===== src/fcm_consts.svh =====
`ifndef FCM_CONSTS_SVH
`define FCM_CONSTS_SVH

// ----------------------------------------
// register offsets (word index)
// ----------------------------------------
`define FCM_OFS_MASK1     8'h00
`define FCM_OFS_MASK2     8'h01
`define FCM_OFS_MASK3     8'h02
`define FCM_OFS_MASK4     8'h03
`define FCM_OFS_REACT     8'h04
`define FCM_OFS_LEVEL     8'h05
`define FCM_OFS_AIN_FUNC  8'h06
`define FCM_OFS_FREQ_CAP  8'h07
`define FCM_OFS_FAULT     8'h08
`define FCM_OFS_IRQ_STAT  8'h09
`define FCM_OFS_IRQ_EN    8'h0a
`define FCM_OFS_IRQ_CLR   8'h0b

// ----------------------------------------
// reset values
// ----------------------------------------
`define FCM_RST_MASK      16'h0000
`define FCM_RST_REACT     2'h0
`define FCM_RST_LEVEL     10'h1f4
`define FCM_RST_AIN_FUNC  4'h0

// ----------------------------------------
// field positions and limits
// ----------------------------------------
`define FCM_CAT_CURRENT   0
`define FCM_CAT_VOLTAGE   1
`define FCM_CAT_OVERLOAD  2
`define FCM_CAT_SYSTEM    3
`define FCM_CAT_FEEDBACK  4
`define FCM_CAT_EXTERNAL  5
`define FCM_CAT_COMM      6
`define FCM_FUNC_PTC      4'h6
`define FCM_LEVEL_MAX     10'h3e8
`define FCM_ADC_MAX       12'hfff
`define FCM_IRQ_FAULT     0
`define FCM_IRQ_THERM     1
`define FCM_IRQ_CLEARED   2

`endif


===== src/fcm_pkg.sv =====
package fcm_pkg;

    // thermistor reaction choices
    typedef enum logic [1:0] {
        FCM_WARN_RUN   = 2'b00,
        FCM_WARN_RAMP  = 2'b01,
        FCM_WARN_COAST = 2'b10,
        FCM_NO_WARN    = 2'b11
    } fcm_react_t;

    // register bus request
    typedef struct packed {
        logic [7:0]  addr;
        logic [15:0] wdata;
        logic        wr;
        logic        rd;
    } fcm_bus_t;

    // complete module state
    typedef struct packed {
        logic [3:0][15:0] mask;
        fcm_react_t       react;
        logic [9:0]       level;
        logic [2:0][3:0]  ain_func;
        logic [15:0]      freq_cap;
        logic [7:0]       fault_code;
        logic [6:0]       fault_cat;
        logic             fault_active;
        logic             over;
        logic             warn;
        logic             ramp_req;
        logic             coast_req;
        logic [3:0]       mfo;
        logic [2:0]       irq_stat;
        logic [2:0]       irq_en;
        logic             irq;
        logic [15:0]      rdata;
    } fcm_state_t;

endpackage


===== src/fcm_mapper.sv =====
`timescale 1ns/10ps
`include "fcm_consts.svh"
// Behaviour
// - mask words take 0..65535 as bitmasks
// - masked category fault drives its terminal
// - codes 1,4,6,28,79,82 are current
// - codes 7..15 and 62 are voltage
// - listed heat/torque codes are overload
// - codes 31,33..37,52,76,78 are system
// - code 48 is feedback
// - codes 49..51 are external
// - listed communication codes are communication
// - reaction: run, ramp, coast, silent; default 0
// - level 0.0..100.0 percent, default 50.0
// - supervision only with input function 6
// - frequency command captured on each fault
// - classify code recorded at forced stop
// - four independent mask words and terminals

module fcm_mapper
    import fcm_pkg::*;
#(
    parameter int N_AIN = 3
) (
    input  wire logic              clk_in,
    input  wire logic              rst_n_in,
    input  wire logic [7:0]        reg_addr_in,
    input  wire logic [15:0]       reg_wdata_in,
    input  wire logic              reg_wr_in,
    input  wire logic              reg_rd_in,
    output logic      [15:0]       reg_rdata_out,
    input  wire logic              fault_stop_in,
    input  wire logic [7:0]        fault_code_in,
    input  wire logic              fault_reset_in,
    input  wire logic [15:0]       freq_cmd_in,
    input  wire logic [N_AIN-1:0][11:0] ain_value_in,
    output logic      [3:0]        mfo_out,
    output logic                   therm_warn_out,
    output logic                   therm_ramp_stop_out,
    output logic                   therm_coast_stop_out,
    output logic                   irq_out
);

    // ----------------------------------------
    // state and bus bundle
    // ----------------------------------------
    fcm_state_t s;
    fcm_state_t next_s;
    fcm_bus_t   bus;

    assign bus.addr  = reg_addr_in;
    assign bus.wdata = reg_wdata_in;
    assign bus.wr    = reg_wr_in;
    assign bus.rd    = reg_rd_in;

    // ----------------------------------------
    // fault code classification
    // ----------------------------------------
    function automatic logic [6:0] classify(
        input logic [7:0] code
    );
        logic [6:0] cat;
        cat = 7'h00;
        unique case (code)
            8'h01,  // 1
            8'h04,  // 4
            8'h06,  // 6
            8'h1c,  // 28
            8'h4f,  // 79
            8'h52:  // 82
                cat[`FCM_CAT_CURRENT] = 1'b1;
            8'h07,  // 7
            8'h08,  // 8
            8'h09,  // 9
            8'h0a,  // 10
            8'h0b,  // 11
            8'h0c,  // 12
            8'h0d,  // 13
            8'h0e,  // 14
            8'h0f,  // 15
            8'h3e:  // 62
                cat[`FCM_CAT_VOLTAGE] = 1'b1;
            8'h10,  // 16
            8'h15,  // 21
            8'h16,  // 22
            8'h17,  // 23
            8'h18,  // 24
            8'h1a,  // 26
            8'h1b,  // 27
            8'h57,  // 87
            8'h80,  // 128
            8'h81,  // 129
            8'h86,  // 134
            8'h87:  // 135
                cat[`FCM_CAT_OVERLOAD] = 1'b1;
            8'h1f,  // 31
            8'h21,  // 33
            8'h22,  // 34
            8'h23,  // 35
            8'h24,  // 36
            8'h25,  // 37
            8'h34,  // 52
            8'h4c,  // 76
            8'h4e:  // 78
                cat[`FCM_CAT_SYSTEM] = 1'b1;
            8'h30:  // 48
                cat[`FCM_CAT_FEEDBACK] = 1'b1;
            8'h31,  // 49
            8'h32,  // 50
            8'h33:  // 51
                cat[`FCM_CAT_EXTERNAL] = 1'b1;
            8'h39,  // 57
            8'h3a,  // 58
            8'h66,  // 102
            8'h68,  // 104
            8'h69,  // 105
            8'h6a,  // 106
            8'h6b,  // 107
            8'h79,  // 121
            8'h7b,  // 123
            8'h7c,  // 124
            8'h7e:  // 126
                cat[`FCM_CAT_COMM] = 1'b1;
            default:
                cat = 7'h00;
        endcase
        return cat;
    endfunction

    // ----------------------------------------
    // thermistor comparison per analog input
    // ----------------------------------------
    logic [N_AIN-1:0] ain_is_ptc;
    logic [N_AIN-1:0] ain_over;
    logic [21:0]      level_scaled;

    // 100 % maps to the full-scale count
    assign level_scaled = 22'(s.level) * 22'(`FCM_ADC_MAX);

    genvar gi;
    generate
        for (gi = 0; gi < N_AIN; gi++) begin : g_ain
            assign ain_is_ptc[gi] =
                (s.ain_func[gi] == `FCM_FUNC_PTC);
            assign ain_over[gi] = ain_is_ptc[gi] &&
                (22'(ain_value_in[gi]) * 22'd1000 >
                 level_scaled);
        end
    endgenerate

    // ----------------------------------------
    // derived events
    // ----------------------------------------
    logic       over_now;
    logic       over_rise;
    logic [6:0] cat_now;
    logic [2:0] irq_set;
    logic [2:0] irq_clr;

    assign over_now  = |ain_over;
    assign over_rise = over_now & ~s.over;
    assign cat_now   = classify(fault_code_in);

    // clear strobe from the write-only register
    assign irq_clr = (bus.wr &&
                      bus.addr == `FCM_OFS_IRQ_CLR) ?
                     bus.wdata[2:0] : 3'h0;

    // ----------------------------------------
    // sticky status, one cell per event
    // ----------------------------------------
    logic [2:0] next_stat;

    genvar gb;
    generate
        for (gb = 0; gb < 3; gb++) begin : g_stat
            // a set in the clear cycle wins, no event is lost
            assign next_stat[gb] = irq_set[gb] |
                (s.irq_stat[gb] & ~irq_clr[gb]);
        end
    endgenerate

    // ----------------------------------------
    // next state
    // ----------------------------------------
    always_comb begin
        next_s = s;

        // register writes
        if (bus.wr) begin
            unique case (bus.addr)
                `FCM_OFS_MASK1: next_s.mask[0] = bus.wdata;
                `FCM_OFS_MASK2: next_s.mask[1] = bus.wdata;
                `FCM_OFS_MASK3: next_s.mask[2] = bus.wdata;
                `FCM_OFS_MASK4: next_s.mask[3] = bus.wdata;
                `FCM_OFS_REACT:
                    next_s.react = fcm_react_t'(bus.wdata[1:0]);
                `FCM_OFS_LEVEL: begin
                    if (bus.wdata > 16'(`FCM_LEVEL_MAX)) begin
                        next_s.level = `FCM_LEVEL_MAX;
                    end else begin
                        next_s.level = bus.wdata[9:0];
                    end
                end
                `FCM_OFS_AIN_FUNC: begin
                    next_s.ain_func[0] = bus.wdata[3:0];
                    next_s.ain_func[1] = bus.wdata[7:4];
                    next_s.ain_func[2] = bus.wdata[11:8];
                end
                `FCM_OFS_IRQ_EN:
                    next_s.irq_en = bus.wdata[2:0];
                default: ;
            endcase
        end

        // operator reset drops the held fault
        if (fault_reset_in && s.fault_active) begin
            next_s.fault_active = 1'b0;
            next_s.fault_cat    = 7'h00;
        end
        if (fault_reset_in) begin
            next_s.ramp_req  = 1'b0;
            next_s.coast_req = 1'b0;
        end

        if (fault_stop_in) begin
            next_s.fault_active = 1'b1;
            next_s.fault_code   = fault_code_in;
            next_s.fault_cat    = cat_now;
            next_s.freq_cap     = freq_cmd_in;
        end

        next_s.over = over_now;
        next_s.warn = over_now &&
                      (s.react != FCM_NO_WARN);
        if (over_rise) begin
            unique case (s.react)
                FCM_WARN_RAMP:  next_s.ramp_req  = 1'b1;
                FCM_WARN_COAST: next_s.coast_req = 1'b1;
                FCM_WARN_RUN,
                FCM_NO_WARN:    ;
            endcase
        end

        for (int t = 0; t < 4; t++) begin
            next_s.mfo[t] = next_s.fault_active &&
                |(next_s.fault_cat & next_s.mask[t][6:0]);
        end

        // sticky status; a set beats a clear
        next_s.irq_stat = next_stat;
        next_s.irq      = |(next_s.irq_stat & next_s.irq_en);

        // read data valid the cycle after the strobe
        next_s.rdata = 16'h0000;
        if (bus.rd) begin
            unique case (bus.addr)
                `FCM_OFS_MASK1:    next_s.rdata = s.mask[0];
                `FCM_OFS_MASK2:    next_s.rdata = s.mask[1];
                `FCM_OFS_MASK3:    next_s.rdata = s.mask[2];
                `FCM_OFS_MASK4:    next_s.rdata = s.mask[3];
                `FCM_OFS_REACT:
                    next_s.rdata = {14'h0, s.react};
                `FCM_OFS_LEVEL:
                    next_s.rdata = {6'h0, s.level};
                `FCM_OFS_AIN_FUNC:
                    next_s.rdata = {4'h0, s.ain_func[2],
                                    s.ain_func[1],
                                    s.ain_func[0]};
                `FCM_OFS_FREQ_CAP: next_s.rdata = s.freq_cap;
                `FCM_OFS_FAULT:
                    next_s.rdata = {s.fault_active,
                                    s.fault_cat,
                                    s.fault_code};
                `FCM_OFS_IRQ_STAT:
                    next_s.rdata = {13'h0, s.irq_stat};
                `FCM_OFS_IRQ_EN:
                    next_s.rdata = {13'h0, s.irq_en};
                default:           next_s.rdata = 16'h0000;
            endcase
        end
    end

    // interrupt sources
    assign irq_set[`FCM_IRQ_FAULT]   = fault_stop_in;
    assign irq_set[`FCM_IRQ_THERM]   = over_rise &&
                                       (s.react != FCM_NO_WARN);
    assign irq_set[`FCM_IRQ_CLEARED] = fault_reset_in &&
                                       s.fault_active;

    // ----------------------------------------
    // state register
    // ----------------------------------------
    always_ff @(posedge clk_in or negedge rst_n_in) begin
        if (!rst_n_in) begin
            s              <= '0;
            s.mask[0]      <= `FCM_RST_MASK;
            s.mask[1]      <= `FCM_RST_MASK;
            s.mask[2]      <= `FCM_RST_MASK;
            s.mask[3]      <= `FCM_RST_MASK;
            s.react        <= fcm_react_t'(`FCM_RST_REACT);
            s.level        <= `FCM_RST_LEVEL;
            s.ain_func[0]  <= `FCM_RST_AIN_FUNC;
            s.ain_func[1]  <= `FCM_RST_AIN_FUNC;
            s.ain_func[2]  <= `FCM_RST_AIN_FUNC;
        end else begin
            s <= next_s;
        end
    end

    // ----------------------------------------
    // outputs straight from flops
    // ----------------------------------------
    assign reg_rdata_out        = s.rdata;
    assign mfo_out              = s.mfo;
    assign therm_warn_out       = s.warn;
    assign therm_ramp_stop_out  = s.ramp_req;
    assign therm_coast_stop_out = s.coast_req;
    assign irq_out              = s.irq;

endmodule


===== config.mk =====
export PLATFORM = sky130hd
export DESIGN_NAME = fcm_mapper
export DESIGN_NICKNAME = d
export VERILOG_FILES = /design/src/fcm_pkg.sv /design/src/fcm_mapper.sv
export VERILOG_INCLUDE_DIRS = /design/src /design/src/src
export SDC_FILE = /design/constraint.sdc
export NUM_CORES = 1
export LEC_CHECK = 0
export CAP_MARGIN = 20
export CORE_MARGIN = 8
export CORE_UTILIZATION = 40
export DETAILED_ROUTE_END_ITERATION = 10
export DONT_BUFFER_PORTS = 1
export SYNTH_ARGS = -nofsm -noshare
export SYNTH_HDL_FRONTEND = slang
export SYNTH_SLANG_ARGS = --single-unit
export TNS_END_PERCENT = 30

===== constraint.sdc =====
create_clock -name clk_in -period 6.7 [get_ports clk_in]
set_input_delay 1.34 -clock clk_in [delete_from_list [all_inputs] [get_ports clk_in]]
set_output_delay 1.34 -clock clk_in [all_outputs]
set_load 0.02 [all_outputs]

==> flow_summary.json <==
{
  "whs_ns": 0.487,
  "dp_worst_setup_slack_ns": -0.344,
  "clock-root-buffer": "clkbuf_16",
  "crit_path_top_delay_cell": "fa_1",
  "wl_per_cell_um": 17.8,
  "grt_usage": 0.175,
  "fin_skew_ns": 0.00870,
  "syn_nets": 2140,
  "p_per_area_nw_per_um2": 461,
  "yosysSeqAreaShare": 0.227,
  "crit_fanout": 6,
  "syn-cell-area_um2": 16700,
  "n_fill_cell": 3936,
  "die_h_um": 220,
  "postPlaceCellArea_um2": 18100,
  "cts_tree": "yes",
  "async_reset_ff_frac": 1.00,
  "fin_nets": 2236,
  "coreArea_um2": 41600,
  "outcome": "completed",
  "yosysMostFrequentCell": "inv_1",
  "ant_nets": 0,
  "max_freq_ghz": 0.149,
  "min_period_over_period": 0.999,
  "wl_um": 41100,
  "crit_top_cell": "fa_1",
  "crit_arrival_ns": 7.00,
  "dr.pass1.iters": 5,
  "critPathBufInv": 7,
  "max-slew-margin-rel": 0.385,
  "gr-total-overflow": 0,
  "yosys.cell_types.count": 76,
  "ys_warn_count": 0,
  "area_delta_synth_final_pct": 14.9,
  "finalSetupViolCount": 0,
  "synthCells": 1655,
  "insertion_delay_ns": 0.42,
  "drive_gt1_frac": 0.198,
  "ys.flop_type": "dfrtp_1",
  "ctsHoldBuffers": 0,
  "fp.dieW_um": 220,
  "irDropWorstVdd_mv": 0.376,
  "cts.sinks": 151,
  "drc_errors": 0,
  "drv_slew": 0,
  "final_area_um2": 19200,
  "grt_pass1_wl_um": 68500,
  "worst_slew_pin_slew_ns": 0.920,
  "synth_top_cell_by_area": "dfrtp_1",
  "cts_max_path_buffers": 2,
  "num_rows": 75,
  "endpoint_kind": "register",
  "p_leak_nw": 9.31,
  "clkTransAtPathRegs_ns": 0.06,
  "vias_per_cell": 5.35,
  "yosys-top-cells-count": "inv_1 (256), ha_1 (243), fa_1 (152)",
  "drt-initial-drc-count": 537,
  "cts_inserted_buffers": 17,
  "finalWorstPathRequiredPeriod_ns": 6.69,
  "dieArea_um2": 48500,
  "synthTopCellsByArea": "dfrtp_1 (22%), fa_1 (18%), ha_1 (18%)",
  "start_util": 0.401,
  "dpl.hpwl_um": 33600,
  "critPathLaunchType": "register",
  "antenna_found_initial": 0,
  "grt_pass1_vias": 13200,
  "grt_max_degree": 152,
  "synthDominantCellAreaShare": 0.218,
  "crit_family": "adder cells",
  "reg2reg_from": "s[77]",
  "final_hold_viol_count": 0,
  "antennaDiodeCount": 0,
  "hp-start": "s[94]",
  "maxCapViolCount": 0,
  "setup_slack_ns": 0.00873,
  "cp_data_required_time_ns": 7.00,
  "synth-edff-count": 0,
  "num_vias": 12300,
  "crit_start": "s[77]",
  "worstSetupPathType": "register to register",
  "synth_seq_cells": 151,
  "max_stage_delay_ns": 0.57,
  "hp-class": "register to register",
  "cts_htree_levels": 4,
  "syn_avg_cell_area_um2": 10.1,
  "ios": 114,
  "port_buffers": 0,
  "gp_congestion": 0.913,
  "rsz0062_at_grt": "true"
}
area by class of cell:
cell class | count | area [um^2] | share of cell area
repair buffers | 131 | 998 | 0.0521
multi-input cells | 1194 | 12200 | 0.635
clock inverters | 14 | 139 | 0.00725
inverters | 256 | 965 | 0.0503
well taps | 539 | 674 | 0.0352
flip-flops and latches | 151 | 3790 | 0.198
clock buffers | 18 | 439 | 0.0229
layer usage:
layer	GRT usage	share of wire	vias up
met5	0	0	-
met4	0.0519	0.029	0
met3	0.0253	0.042	61
met2	0.313	0.50	243
met1	0.215	0.43	6079
li1	-	-	5930
cells in the final DEF (no fill, tap or decap), drive strengths merged, types with 49 or more instances in the layout:
cell type,Yosys,routed
inv,256,262
ha,243,243
fa,152,152
dfrtp,145,145
buf,30,131
mux2,96,96
a21oi,82,82
nor2,77,77
nand2,75,75
o21ai,53,53
xnor2,49,49
worst register-to-register path, delay by kind of cell, from the launching register on:
| kind | cells | cell delay (ns) |
|---|---|---|
| buf+inv | 7 | 0.67 |
| compound gates | 11 | 1.91 |
| flops | 1 | 0.54 |
| xor+xnor | 1 | 0.14 |
| simple gates | 3 | 0.23 |
| fa+ha+maj | 7 | 3.10 |
through the flow:
step | utilization | power [mW] | cells | setup TNS (ns)
detailed placement | 0.435 | 7.14 | 2265 | -1.96
CTS | 0.455 | 8.38 | 2301 | -0.170
finish | 0.461 | 8.83 | 2303 | 0
global route | 0.461 | 9.72 | 2303 | -1.24
floorplan | - | 5.16 | 1655 | 0
global placement | 0.435 | 6.96 | 2264 | -1.37
registers in the layout, indices dropped and copies added (netlist names):
name,flops
therm_coast_stop_out,1
irq_out,1
s,127
mfo_out,4
therm_ramp_stop_out,1
reg_rdata_out,16
therm_warn_out,1
power breakdown:
part	internal (mW)	total, mW	switching (mW)
registers	0.955	0.984	0.0288
logic	3.41	6.91	3.51
clock network	0.531	0.934	0.403
path summary, 6_finish.rpt:
| kind | to | slack, ns | depth (start not counted) |
|---|---|---|---|
| hold / removal | s[94] | 0.49 | 2 |
| min in group asynchronous | s[131] | 0.61 | 0 |
| max in group asynchronous | s[77] | 5.74 | 0 |
| hold reg to reg | s[94] | 0.49 | 2 |
| setup reg to reg | irq_out | 0.009 | 29 |
| setup / recovery | irq_out | 0.009 | 29 |
logic make-up (layout without fill, tap and decap cells):
| kind of cell | after synthesis | in the layout | synth area share |
|---|---|---|---|
| AND/OR/NAND/NOR | 277 | 277 | 0.0842 |
| XOR/XNOR | 70 | 70 | 0.0379 |
| buffers and inverters | 310 | 419 | 0.0744 |
| adder cells (fa/ha/maj) | 395 | 395 | 0.365 |
| flip-flops | 151 | 151 | 0.227 |
| AO/OA/AOI/OAI | 349 | 349 | 0.143 |
| multiplexers | 103 | 103 | 0.0692 |
repair_timing:
item                                    4_1_cts  5_1_grt
pin swaps                                    24       24
endpoints found under the setup margin        6        6
buffers inserted                              5        2
gates resized for setup                      42       39
gates cloned                                  0        0
(Power assumes the default switching activity.)
